`src/core/ppp_pkg.sv`:
```
// Package: constants for the PROM programming port host controller
package ppp_pkg;
    localparam int PPP_AW = 17;
    localparam int PPP_DW = 8;
    localparam logic [16:0] PPP_ADDR_END = 17'h0EFFF;
    localparam int PPP_PAGE_BYTES = 4;
    localparam int PPP_MAX_TRIES = 10;
    localparam logic [7:0] PPP_ERASED = 8'hFF;
    localparam int PPP_CLK_NS = 50;
    localparam int PPP_PULSE_NS = 100000;
    localparam int PPP_PULSE_CYC = PPP_PULSE_NS / PPP_CLK_NS;
    localparam int PPP_SETUP_NS = 200;
    localparam int PPP_SETUP_CYC = (PPP_SETUP_NS + PPP_CLK_NS - 1) / PPP_CLK_NS;
    localparam int PPP_ACC_NS = 400;
    localparam int PPP_ACC_CYC = (PPP_ACC_NS + PPP_CLK_NS - 1) / PPP_CLK_NS;
    localparam logic [3:0] PPP_TRIES_W = 4'hA;
    typedef enum logic [1:0] {PPP_OP_READ, PPP_OP_BYTE, PPP_OP_PAGE} ppp_op_e;
endpackage

```
`src/core/ppp_timer.sv`:
```
// Cycle down-counter used for pulse, setup and access times
`timescale 1ns/1ps
module ppp_timer
    import ppp_pkg::*;
(
    // Clock and reset
    input wire logic clk,
    input wire logic nrst,
    // Control
    input wire logic load,
    input wire logic [12:0] count,
    // Status
    output logic done
);
    typedef struct packed {
        logic [12:0] cnt;
    } ppp_tmr_s;
    ppp_tmr_s st_r;
    ppp_tmr_s st_nxt;
    always_comb begin
        st_nxt = st_r;
        if (load) begin
            st_nxt.cnt = count;
        end else if (st_r.cnt != 13'h0000) begin
            st_nxt.cnt = st_r.cnt - 13'h0001;
        end
    end
    always_ff @(posedge clk or negedge nrst) begin
        if (!nrst) begin
            st_r <= '0;
        end else begin
            st_r <= st_nxt;
        end
    end
    // From the count alone: load comes back from the sequencer's own decode
    assign done = (st_r.cnt == 13'h0000);
endmodule // ppp_timer

```
`src/core/ppp_host.sv`:
```
// Host controller that drives the PROM programming port pins
`timescale 1ns/1ps
module ppp_host
    import ppp_pkg::*;
(
    // Clock and reset
    input wire logic clk,
    input wire logic nrst,
    // User request
    input wire logic req,
    input wire ppp_op_e op,
    input wire logic [16:0] req_addr,
    input wire logic [31:0] req_data,
    output logic busy,
    output logic done,
    output logic fail,
    output logic [7:0] rd_data,
    output logic erased,
    // Device pins
    output logic reset_n_pin,
    output logic vpp_high,
    output logic chip_enable_n,
    output logic read_strobe_n,
    output logic program_pulse_n,
    output logic [16:0] address_lines,
    input wire logic [7:0] data_lines_in,
    output logic [7:0] data_lines_out,
    output logic data_lines_oe
);
    typedef enum logic [3:0] {
        PPP_IDLE, PPP_LATCH, PPP_LATCH_GAP, PPP_PULSE, PPP_PGAP,
        PPP_VERIFY, PPP_RD_SET, PPP_RD_ACC, PPP_DONE
    } ppp_state_e;
    typedef struct packed {
        ppp_state_e state;
        ppp_op_e op;
        logic [16:0] addr;
        logic [31:0] wdata;
        logic [1:0] idx;
        logic [3:0] tries;
        logic bad;
        logic busy;
        logic done;
        logic fail;
        logic erased;
        logic [7:0] rd_data;
        logic reset_n;
        logic vpp_high;
        logic ce_n;
        logic oe_n;
        logic pgm_n;
        logic [7:0] dout;
        logic doe;
    } ppp_host_s;
    ppp_host_s st_r;
    ppp_host_s st_nxt;
    logic tmr_load;
    logic [12:0] tmr_count;
    logic tmr_done;
    logic [7:0] exp_byte;
    // ****************************************
    // Timer
    // ****************************************
    ppp_timer u_timer (
        .clk(clk),
        .nrst(nrst),
        .load(tmr_load),
        .count(tmr_count),
        .done(tmr_done)
    );
    always_comb begin
        exp_byte = st_r.wdata[8 * st_r.idx +: 8];
    end
    // ****************************************
    // Sequencer
    // ****************************************
    always_comb begin
        st_nxt = st_r;
        tmr_load = 1'b0;
        tmr_count = 13'(PPP_SETUP_CYC);
        st_nxt.done = 1'b0;
        case (st_r.state)
            PPP_IDLE: begin
                // Idle pins: standby, data floating
                st_nxt.ce_n = 1'b1;
                st_nxt.oe_n = 1'b1;
                st_nxt.pgm_n = 1'b1;
                st_nxt.doe = 1'b0;
                st_nxt.busy = 1'b0;
                if (req) begin
                    st_nxt.busy = 1'b1;
                    st_nxt.op = op;
                    st_nxt.wdata = req_data;
                    st_nxt.tries = 4'h0;
                    st_nxt.fail = 1'b0;
                    st_nxt.reset_n = 1'b0;
                    st_nxt.idx = 2'h0;
                    tmr_load = 1'b1;
                    if (op == PPP_OP_READ) begin
                        st_nxt.vpp_high = 1'b0;
                        st_nxt.addr = req_addr;
                        st_nxt.state = PPP_RD_SET;
                    end else if (req_addr > PPP_ADDR_END) begin
                        st_nxt.fail = 1'b1;
                        st_nxt.state = PPP_DONE;
                    end else begin
                        st_nxt.vpp_high = 1'b1;
                        st_nxt.addr = (op == PPP_OP_PAGE) ? {req_addr[16:2], 2'b00}
                                                          : req_addr;
                        st_nxt.state = (op == PPP_OP_PAGE) ? PPP_LATCH : PPP_PGAP;
                    end
                end
            end
            PPP_LATCH: begin
                // CE high, OE low, PROGRAM_PULSE_N high latches a byte
                st_nxt.ce_n = 1'b1;
                st_nxt.oe_n = 1'b0;
                st_nxt.pgm_n = 1'b1;
                st_nxt.dout = exp_byte;
                st_nxt.doe = 1'b1;
                if (tmr_done) begin
                    st_nxt.oe_n = 1'b1;
                    tmr_load = 1'b1;
                    st_nxt.state = PPP_LATCH_GAP;
                end
            end
            PPP_LATCH_GAP: begin
                if (tmr_done) begin
                    tmr_load = 1'b1;
                    if (st_r.idx == 2'h3) begin
                        st_nxt.idx = 2'h0;
                        st_nxt.addr = {st_r.addr[16:2], 2'b00};
                        st_nxt.doe = 1'b0;
                        st_nxt.state = PPP_PGAP;
                    end else begin
                        st_nxt.idx = st_r.idx + 2'h1;
                        st_nxt.addr = {st_r.addr[16:2], st_r.idx + 2'h1};
                        st_nxt.state = PPP_LATCH;
                    end
                end
            end
            PPP_PGAP: begin
                // Setup before pulse; page floats data, byte drives it
                st_nxt.oe_n = 1'b1;
                st_nxt.ce_n = (st_r.op == PPP_OP_PAGE);
                st_nxt.dout = exp_byte;
                st_nxt.doe = (st_r.op == PPP_OP_BYTE);
                if (tmr_done) begin
                    st_nxt.pgm_n = 1'b0;
                    st_nxt.tries = st_r.tries + 4'h1;
                    tmr_load = 1'b1;
                    tmr_count = 13'(PPP_PULSE_CYC);
                    st_nxt.state = PPP_PULSE;
                end
            end
            PPP_PULSE: begin
                // Pins frozen for the whole pulse
                if (tmr_done) begin
                    st_nxt.pgm_n = 1'b1;
                    st_nxt.doe = 1'b0;
                    st_nxt.idx = 2'h0;
                    tmr_load = 1'b1;
                    tmr_count = 13'(PPP_ACC_CYC);
                    st_nxt.bad = 1'b0;
                    st_nxt.state = PPP_VERIFY;
                end
            end
            PPP_VERIFY: begin
                st_nxt.ce_n = 1'b0;
                st_nxt.oe_n = 1'b0;
                if (tmr_done && !st_r.oe_n) begin
                    tmr_load = 1'b1;
                    tmr_count = 13'(PPP_ACC_CYC);
                    st_nxt.bad = st_r.bad | (data_lines_in != exp_byte);
                    if (st_r.op == PPP_OP_PAGE && st_r.idx != 2'h3) begin
                        st_nxt.idx = st_r.idx + 2'h1;
                        st_nxt.addr = {st_r.addr[16:2], st_r.idx + 2'h1};
                    end else begin
                        st_nxt.oe_n = 1'b1;
                        st_nxt.idx = 2'h0;
                        st_nxt.addr = (st_r.op == PPP_OP_PAGE) ? {st_r.addr[16:2], 2'b00}
                                                               : st_r.addr;
                        if (!(st_r.bad | (data_lines_in != exp_byte))) begin
                            st_nxt.state = PPP_DONE;
                        end else if (st_r.tries >= PPP_TRIES_W) begin
                            st_nxt.fail = 1'b1;
                            st_nxt.state = PPP_DONE;
                        end else begin
                            st_nxt.state = PPP_PGAP;
                        end
                    end
                end
            end
            PPP_RD_SET: begin
                // Address settles before the strobes drop
                if (tmr_done) begin
                    st_nxt.ce_n = 1'b0;
                    st_nxt.oe_n = 1'b0;
                    tmr_load = 1'b1;
                    tmr_count = 13'(PPP_ACC_CYC);
                    st_nxt.state = PPP_RD_ACC;
                end
            end
            PPP_RD_ACC: begin
                if (tmr_done) begin
                    st_nxt.rd_data = data_lines_in;
                    st_nxt.erased = (data_lines_in == PPP_ERASED);
                    st_nxt.oe_n = 1'b1;
                    st_nxt.state = PPP_DONE;
                end
            end
            PPP_DONE: begin
                st_nxt.ce_n = 1'b1;
                st_nxt.oe_n = 1'b1;
                st_nxt.pgm_n = 1'b1;
                st_nxt.doe = 1'b0;
                st_nxt.done = 1'b1;
                st_nxt.busy = 1'b0;
                st_nxt.state = PPP_IDLE;
            end
            default: begin
                st_nxt.state = PPP_IDLE;
            end
        endcase
    end
    always_ff @(posedge clk or negedge nrst) begin
        if (!nrst) begin
            st_r <= '0;
            st_r.state <= PPP_IDLE;
            st_r.reset_n <= 1'b1;
            st_r.ce_n <= 1'b1;
            st_r.oe_n <= 1'b1;
            st_r.pgm_n <= 1'b1;
        end else begin
            st_r <= st_nxt;
        end
    end
    assign busy = st_r.busy;
    assign done = st_r.done;
    assign fail = st_r.fail;
    assign rd_data = st_r.rd_data;
    assign erased = st_r.erased;
    assign reset_n_pin = st_r.reset_n;
    assign vpp_high = st_r.vpp_high;
    assign chip_enable_n = st_r.ce_n;
    assign read_strobe_n = st_r.oe_n;
    assign program_pulse_n = st_r.pgm_n;
    assign address_lines = st_r.addr;
    assign data_lines_out = st_r.dout;
    assign data_lines_oe = st_r.doe;
    // ****************************************
    // Checks
    // ****************************************
    logic [12:0] pw_cnt;
    always_ff @(posedge clk or negedge nrst) begin
        if (!nrst) begin
            pw_cnt <= 13'h0000;
        end else begin
            pw_cnt <= program_pulse_n ? 13'h0000 : pw_cnt + 13'h0001;
        end
    end
    AST_PULSE_WIDTH: assert property (@(posedge clk) disable iff (!nrst)
        $rose(program_pulse_n) |-> $past(pw_cnt) >= 13'(PPP_PULSE_CYC - 1))
        else $error("program pulse too short");
    AST_PULSE_RESET: assert property (@(posedge clk) disable iff (!nrst)
        !program_pulse_n |-> !reset_n_pin && vpp_high)
        else $error("pulse outside programming mode");
    AST_PAGE_FLOAT: assert property (@(posedge clk) disable iff (!nrst)
        (!program_pulse_n && chip_enable_n) |-> !data_lines_oe && read_strobe_n)
        else $error("page pulse with data driven");
    AST_BYTE_DRIVE: assert property (@(posedge clk) disable iff (!nrst)
        (!program_pulse_n && !chip_enable_n) |-> data_lines_oe && read_strobe_n)
        else $error("byte pulse without data");
    AST_STABLE: assert property (@(posedge clk) disable iff (!nrst)
        (!program_pulse_n && $past(!program_pulse_n)) |->
        $stable(address_lines) && $stable(data_lines_out) && $stable(chip_enable_n))
        else $error("pins moved during pulse");
    AST_NO_CONTEND: assert property (@(posedge clk) disable iff (!nrst)
        (!read_strobe_n && !chip_enable_n) |-> !data_lines_oe)
        else $error("host drives during device output");
    AST_VERIFY_AFTER: assert property (@(posedge clk) disable iff (!nrst)
        $rose(program_pulse_n) |-> ##[1:12] (!chip_enable_n && !read_strobe_n))
        else $error("no verify after pulse");
    AST_RANGE: assert property (@(posedge clk) disable iff (!nrst)
        !program_pulse_n |-> address_lines <= PPP_ADDR_END)
        else $error("write above array top");
    AST_TRIES: assert property (@(posedge clk) disable iff (!nrst)
        st_r.tries <= PPP_TRIES_W)
        else $error("too many attempts");
    COV_READ: cover property (@(posedge clk) disable iff (!nrst)
        done && !vpp_high && !fail);
    COV_PAGE: cover property (@(posedge clk) disable iff (!nrst)
        done && st_r.op == PPP_OP_PAGE && !fail);
    COV_BYTE_RETRY: cover property (@(posedge clk) disable iff (!nrst)
        done && st_r.op == PPP_OP_BYTE && st_r.tries > 4'h1);
endmodule // ppp_host

```
`config.mk`:
```
export PLATFORM = sky130hd
export DESIGN_NAME = ppp_host
export DESIGN_NICKNAME = d
export VERILOG_FILES = /design/src/core/ppp_pkg.sv /design/src/core/ppp_timer.sv /design/src/core/ppp_host.sv
export SDC_FILE = /design/constraint.sdc
export NUM_CORES = 1
export LEC_CHECK = 0
export BUFFER_PORTS_ARGS = -buffer_cell sky130_fd_sc_hd__buf_2
export CAP_MARGIN = 20
export CORE_UTILIZATION = 30
export DETAILED_ROUTE_END_ITERATION = 6
export PLACE_DENSITY = 0.57
export SETUP_SLACK_MARGIN = 0.02
export SLEW_MARGIN = 10
export SYNTH_ARGS = -nofsm -noshare
export SYNTH_HDL_FRONTEND = slang
export SYNTH_SLANG_ARGS = --single-unit
```
`constraint.sdc`:
```
create_clock -name clk -period 2.8 [get_ports clk]
set_input_delay 0.14 -clock clk [delete_from_list [all_inputs] [get_ports clk]]
set_output_delay 0.14 -clock clk [all_outputs]
set_load 0.05 [all_outputs]
```
==> results_dict.tcl <==
set metrics [dict create \
    irDropWorstVdd_mv 0.2674 \
    grt_pass1_wl_um 21580 \
    wl_per_cell_um 15.11 \
    power.leakage_nw 3.161 \
    clock-skew-final_ns 0.006601 \
    required_ns 3.04 \
    die-area_sq_um 18250 \
    vias_per_cell 4.801 \
    fin_setup_tns_ns 0 \
    ant_nets 0 \
    synth_edf_count 0 \
    max_cap_viol_count 0 \
    cp-start-kind "flop" \
    tightestPinTransition_ns 0.6799 \
    min_period_over_period 0.8369 \
    place.port_buffers 104 \
    drc 0 \
    drive_above_1_share 0.2817 \
    cts_buffers 9 \
    grt_pass1_vias 4158 \
    cp_cell_sequence "inv_1, ha_1, nor3b_1, and4b_1, and2_4, and3_4, mux2_4" \
    cts_tree "built" \
    start_util 0.3072 \
    cp-end-kind "flop" \
    clk_pin_slew_ns 0.07 \
    synth_area_sq_um 5314 \
    routabilityCongestion 0.8639 \
    synth.distinct_cells 68 \
    status "completed" \
    dr.first_iter.drc_count 335 \
    critPathKind "reg -> reg" \
    syn_inst 546 \
    cp_max_fo 9 \
    fp.coreArea_sq_um 17300 \
    cts_resized 0 \
    synth_ff_type "dfrtp_1" \
    cts_htree_levels 3 \
    finalWirelength_um 13160 \
    n_fill_cell 1753 \
    row_count 48 \
    dpl_worst_slack_ns 0.4676 \
    antenna_found_initial 0 \
    synth-async-reset-ratio 1.000 \
    avgSynthCellArea_sq_um 9.732 \
    gr-total-overflow 0 \
    root_buffer "clkbuf_16" \
    firstDrtPassIters 5 \
    fin_ws_ns 0.4567 \
    dpl.hpwl_um 9645 \
    nets 708 \
    final-hold-violation-count 0 \
    slew_headroom 0.5467 \
    critical_path.slowest_cell "dfrtp_1" \
    clock_path_buffers 2 \
    vias 4182 \
    clock-sinks 101 \
    finalHoldWorstSlack_ns 0.003495 \
    final_core_util 0.3734 \
    ys_seq_area_frac 0.4766 \
    area_growth_pct 21.54 \
    syn-num-nets 613 \
    setup_viol 0 \
    ys_seq_elements 101 \
    max_stage_delay_ns 0.41 \
    r2r-start "u_timer.st_r[0]" \
    maxSlewViolCount 0 \
    grt_max_degree 54 \
    critPathArrivalTime_ns 2.58 \
    hold_path_class "in -> reg" \
    ios 105 \
    antenna_cells 0 \
    p_total_mw 2.977 \
    hold_start "req_data[0]" \
    yosysWarnings 0 \
    insertion_delay_ns 0.35 \
    fp.dieW_um 135.1 \
    die-height_um 135.1 \
    grt_use_total 0.1538 \
    fmax_mhz 426.7 \
    power_density_nw_per_um2 461.0 \
    rsz0062_at_grt "false" \
    finalCriticalPeriod_ns 2.343 \
    critPathLaunch "u_timer.st_r[0]" \
]
==> where the power goes <==
| part | switching (mW) | internal (mW) | total (mW) | leakage (nW) |
|---|---|---|---|---|
| clock network | 0.568 | 0.814 | 1.38 | 0.156 |
| logic | 0.0686 | 0.0686 | 0.137 | 1.69 |
| registers | 0 | 1.46 | 1.46 | 1.32 |
| total | 0.637 | 2.34 | 2.98 | 3.16 |
==> through the flow <==
stage	std cells	area, sq um
6_report	871	6459
5_1_grt	871	6459
4_1_cts	871	6459
3_5_place_dp	826	5837
3_3_place_gp	826	5837
2_1_floorplan	546	5314
==> sequential cells by signal (all words and copies together), names as in the netlist, 8 cells and up <==
name and count:
address_lines 17, st_r 45, rd_data 8, data_lines_out 8, u_timer.st_r 13
==> final cells by class <==
class                           instances  area (sq um)  share of cell area
Sequential cell                       101          2532              0.3921
Multi-Input combinational cell        377          2371              0.3671
Timing Repair Buffer                  145         915.9              0.1418
Tap cell                              225         281.5             0.04359
Clock buffer                           10         239.0             0.03700
Clock inverter                          6         92.59             0.01434
Inverter                                7         26.28            0.004068
==> worst max-delay path, delay by kind of cell (launching register included) <==
family | cells | cell delay (ns)
fa+ha+maj | 1 | 0.15
buf+inv | 1 | 0.13
flops | 1 | 0.41
mux | 1 | 0.32
simple gates | 4 | 1.22
==> cells in the mapped netlist (4+ instances only) <==
| library cell | instances | area share |
|---|---|---|
| nand2_1 | 140 | 0.099 |
| a21oi_1 | 19 | 0.018 |
| inv_1 | 7 | 0.0049 |
| ha_1 | 5 | 0.012 |
| nand2b_1 | 7 | 0.0082 |
| xor2_1 | 7 | 0.012 |
| o21ai_0 | 27 | 0.025 |
| dfstp_2 | 4 | 0.020 |
| mux2_2 | 18 | 0.038 |
| buf_2 | 6 | 0.0057 |
| xnor2_1 | 15 | 0.025 |
| mux2_4 | 9 | 0.025 |
| nor4b_1 | 4 | 0.0066 |
| buf_4 | 33 | 0.047 |
| nor3b_1 | 4 | 0.0057 |
| nor2_1 | 35 | 0.025 |
| nand4_1 | 6 | 0.0071 |
| clkbuf_1 | 17 | 0.012 |
| mux2i_1 | 5 | 0.0094 |
| mux4_2 | 7 | 0.030 |
| nor3_1 | 7 | 0.0066 |
| dfrtp_1 | 97 | 0.46 |
==> path summary, 6_finish.rpt <==
check | to | depth (start not counted) | slack [ns]
min in group asynchronous | address_lines[14] | 2 | 0.37
worst max-delay path | rd_data[6] | 7 | 0.46
worst min register to register | st_r[41] | 2 | 0.47
worst min-delay path | st_r[33] | 3 | 0.003
worst max register to register | rd_data[6] | 7 | 0.46
max in group asynchronous | program_pulse_n | 3 | 1.68
==> cell usage in the layout, fill, tap and decap left out, types with 9 or more instances in the layout <==
cell and n:
a21oi_1 19, clkbuf_16 9, nor2_1 35, o21ai_0 27, mux2_4 9, mux2_2 18
nand2_1 140, buf_2 103, buf_4 12, xnor2_1 15, dfrtp_1 97, dlygate4sd3_1 29
==> cell families (layout without fill, tap and decap cells) <==
| family | after synthesis | after routing | share of synthesized area |
|---|---|---|---|
| AO/OA/AOI/OAI | 80 | 80 | 0.09583 |
| XOR/XNOR | 22 | 22 | 0.03626 |
| adder cells (fa/ha/maj) | 5 | 5 | 0.01177 |
| buffers and inverters | 68 | 168 | 0.07723 |
| flip-flops | 101 | 101 | 0.4766 |
| multiplexers | 40 | 40 | 0.1048 |
| AND/OR/NAND/NOR | 230 | 230 | 0.1976 |
==> timing repair <==
item                      in CTS  in global routing
hold buffers                  29                  0
hold endpoints to repair      78                  0
buffers inserted               0                  0
==> per-layer routing <==
metal	GRT usage	wire [um]	up-vias
met5	0	0	-
met4	0.06117	230	0
met3	0.03078	852	17
met2	0.2436	6025	137
met1	0.2054	6052	2015
li1	-	-	2013
No activity file was read; power rests on OpenSTA's default activity.
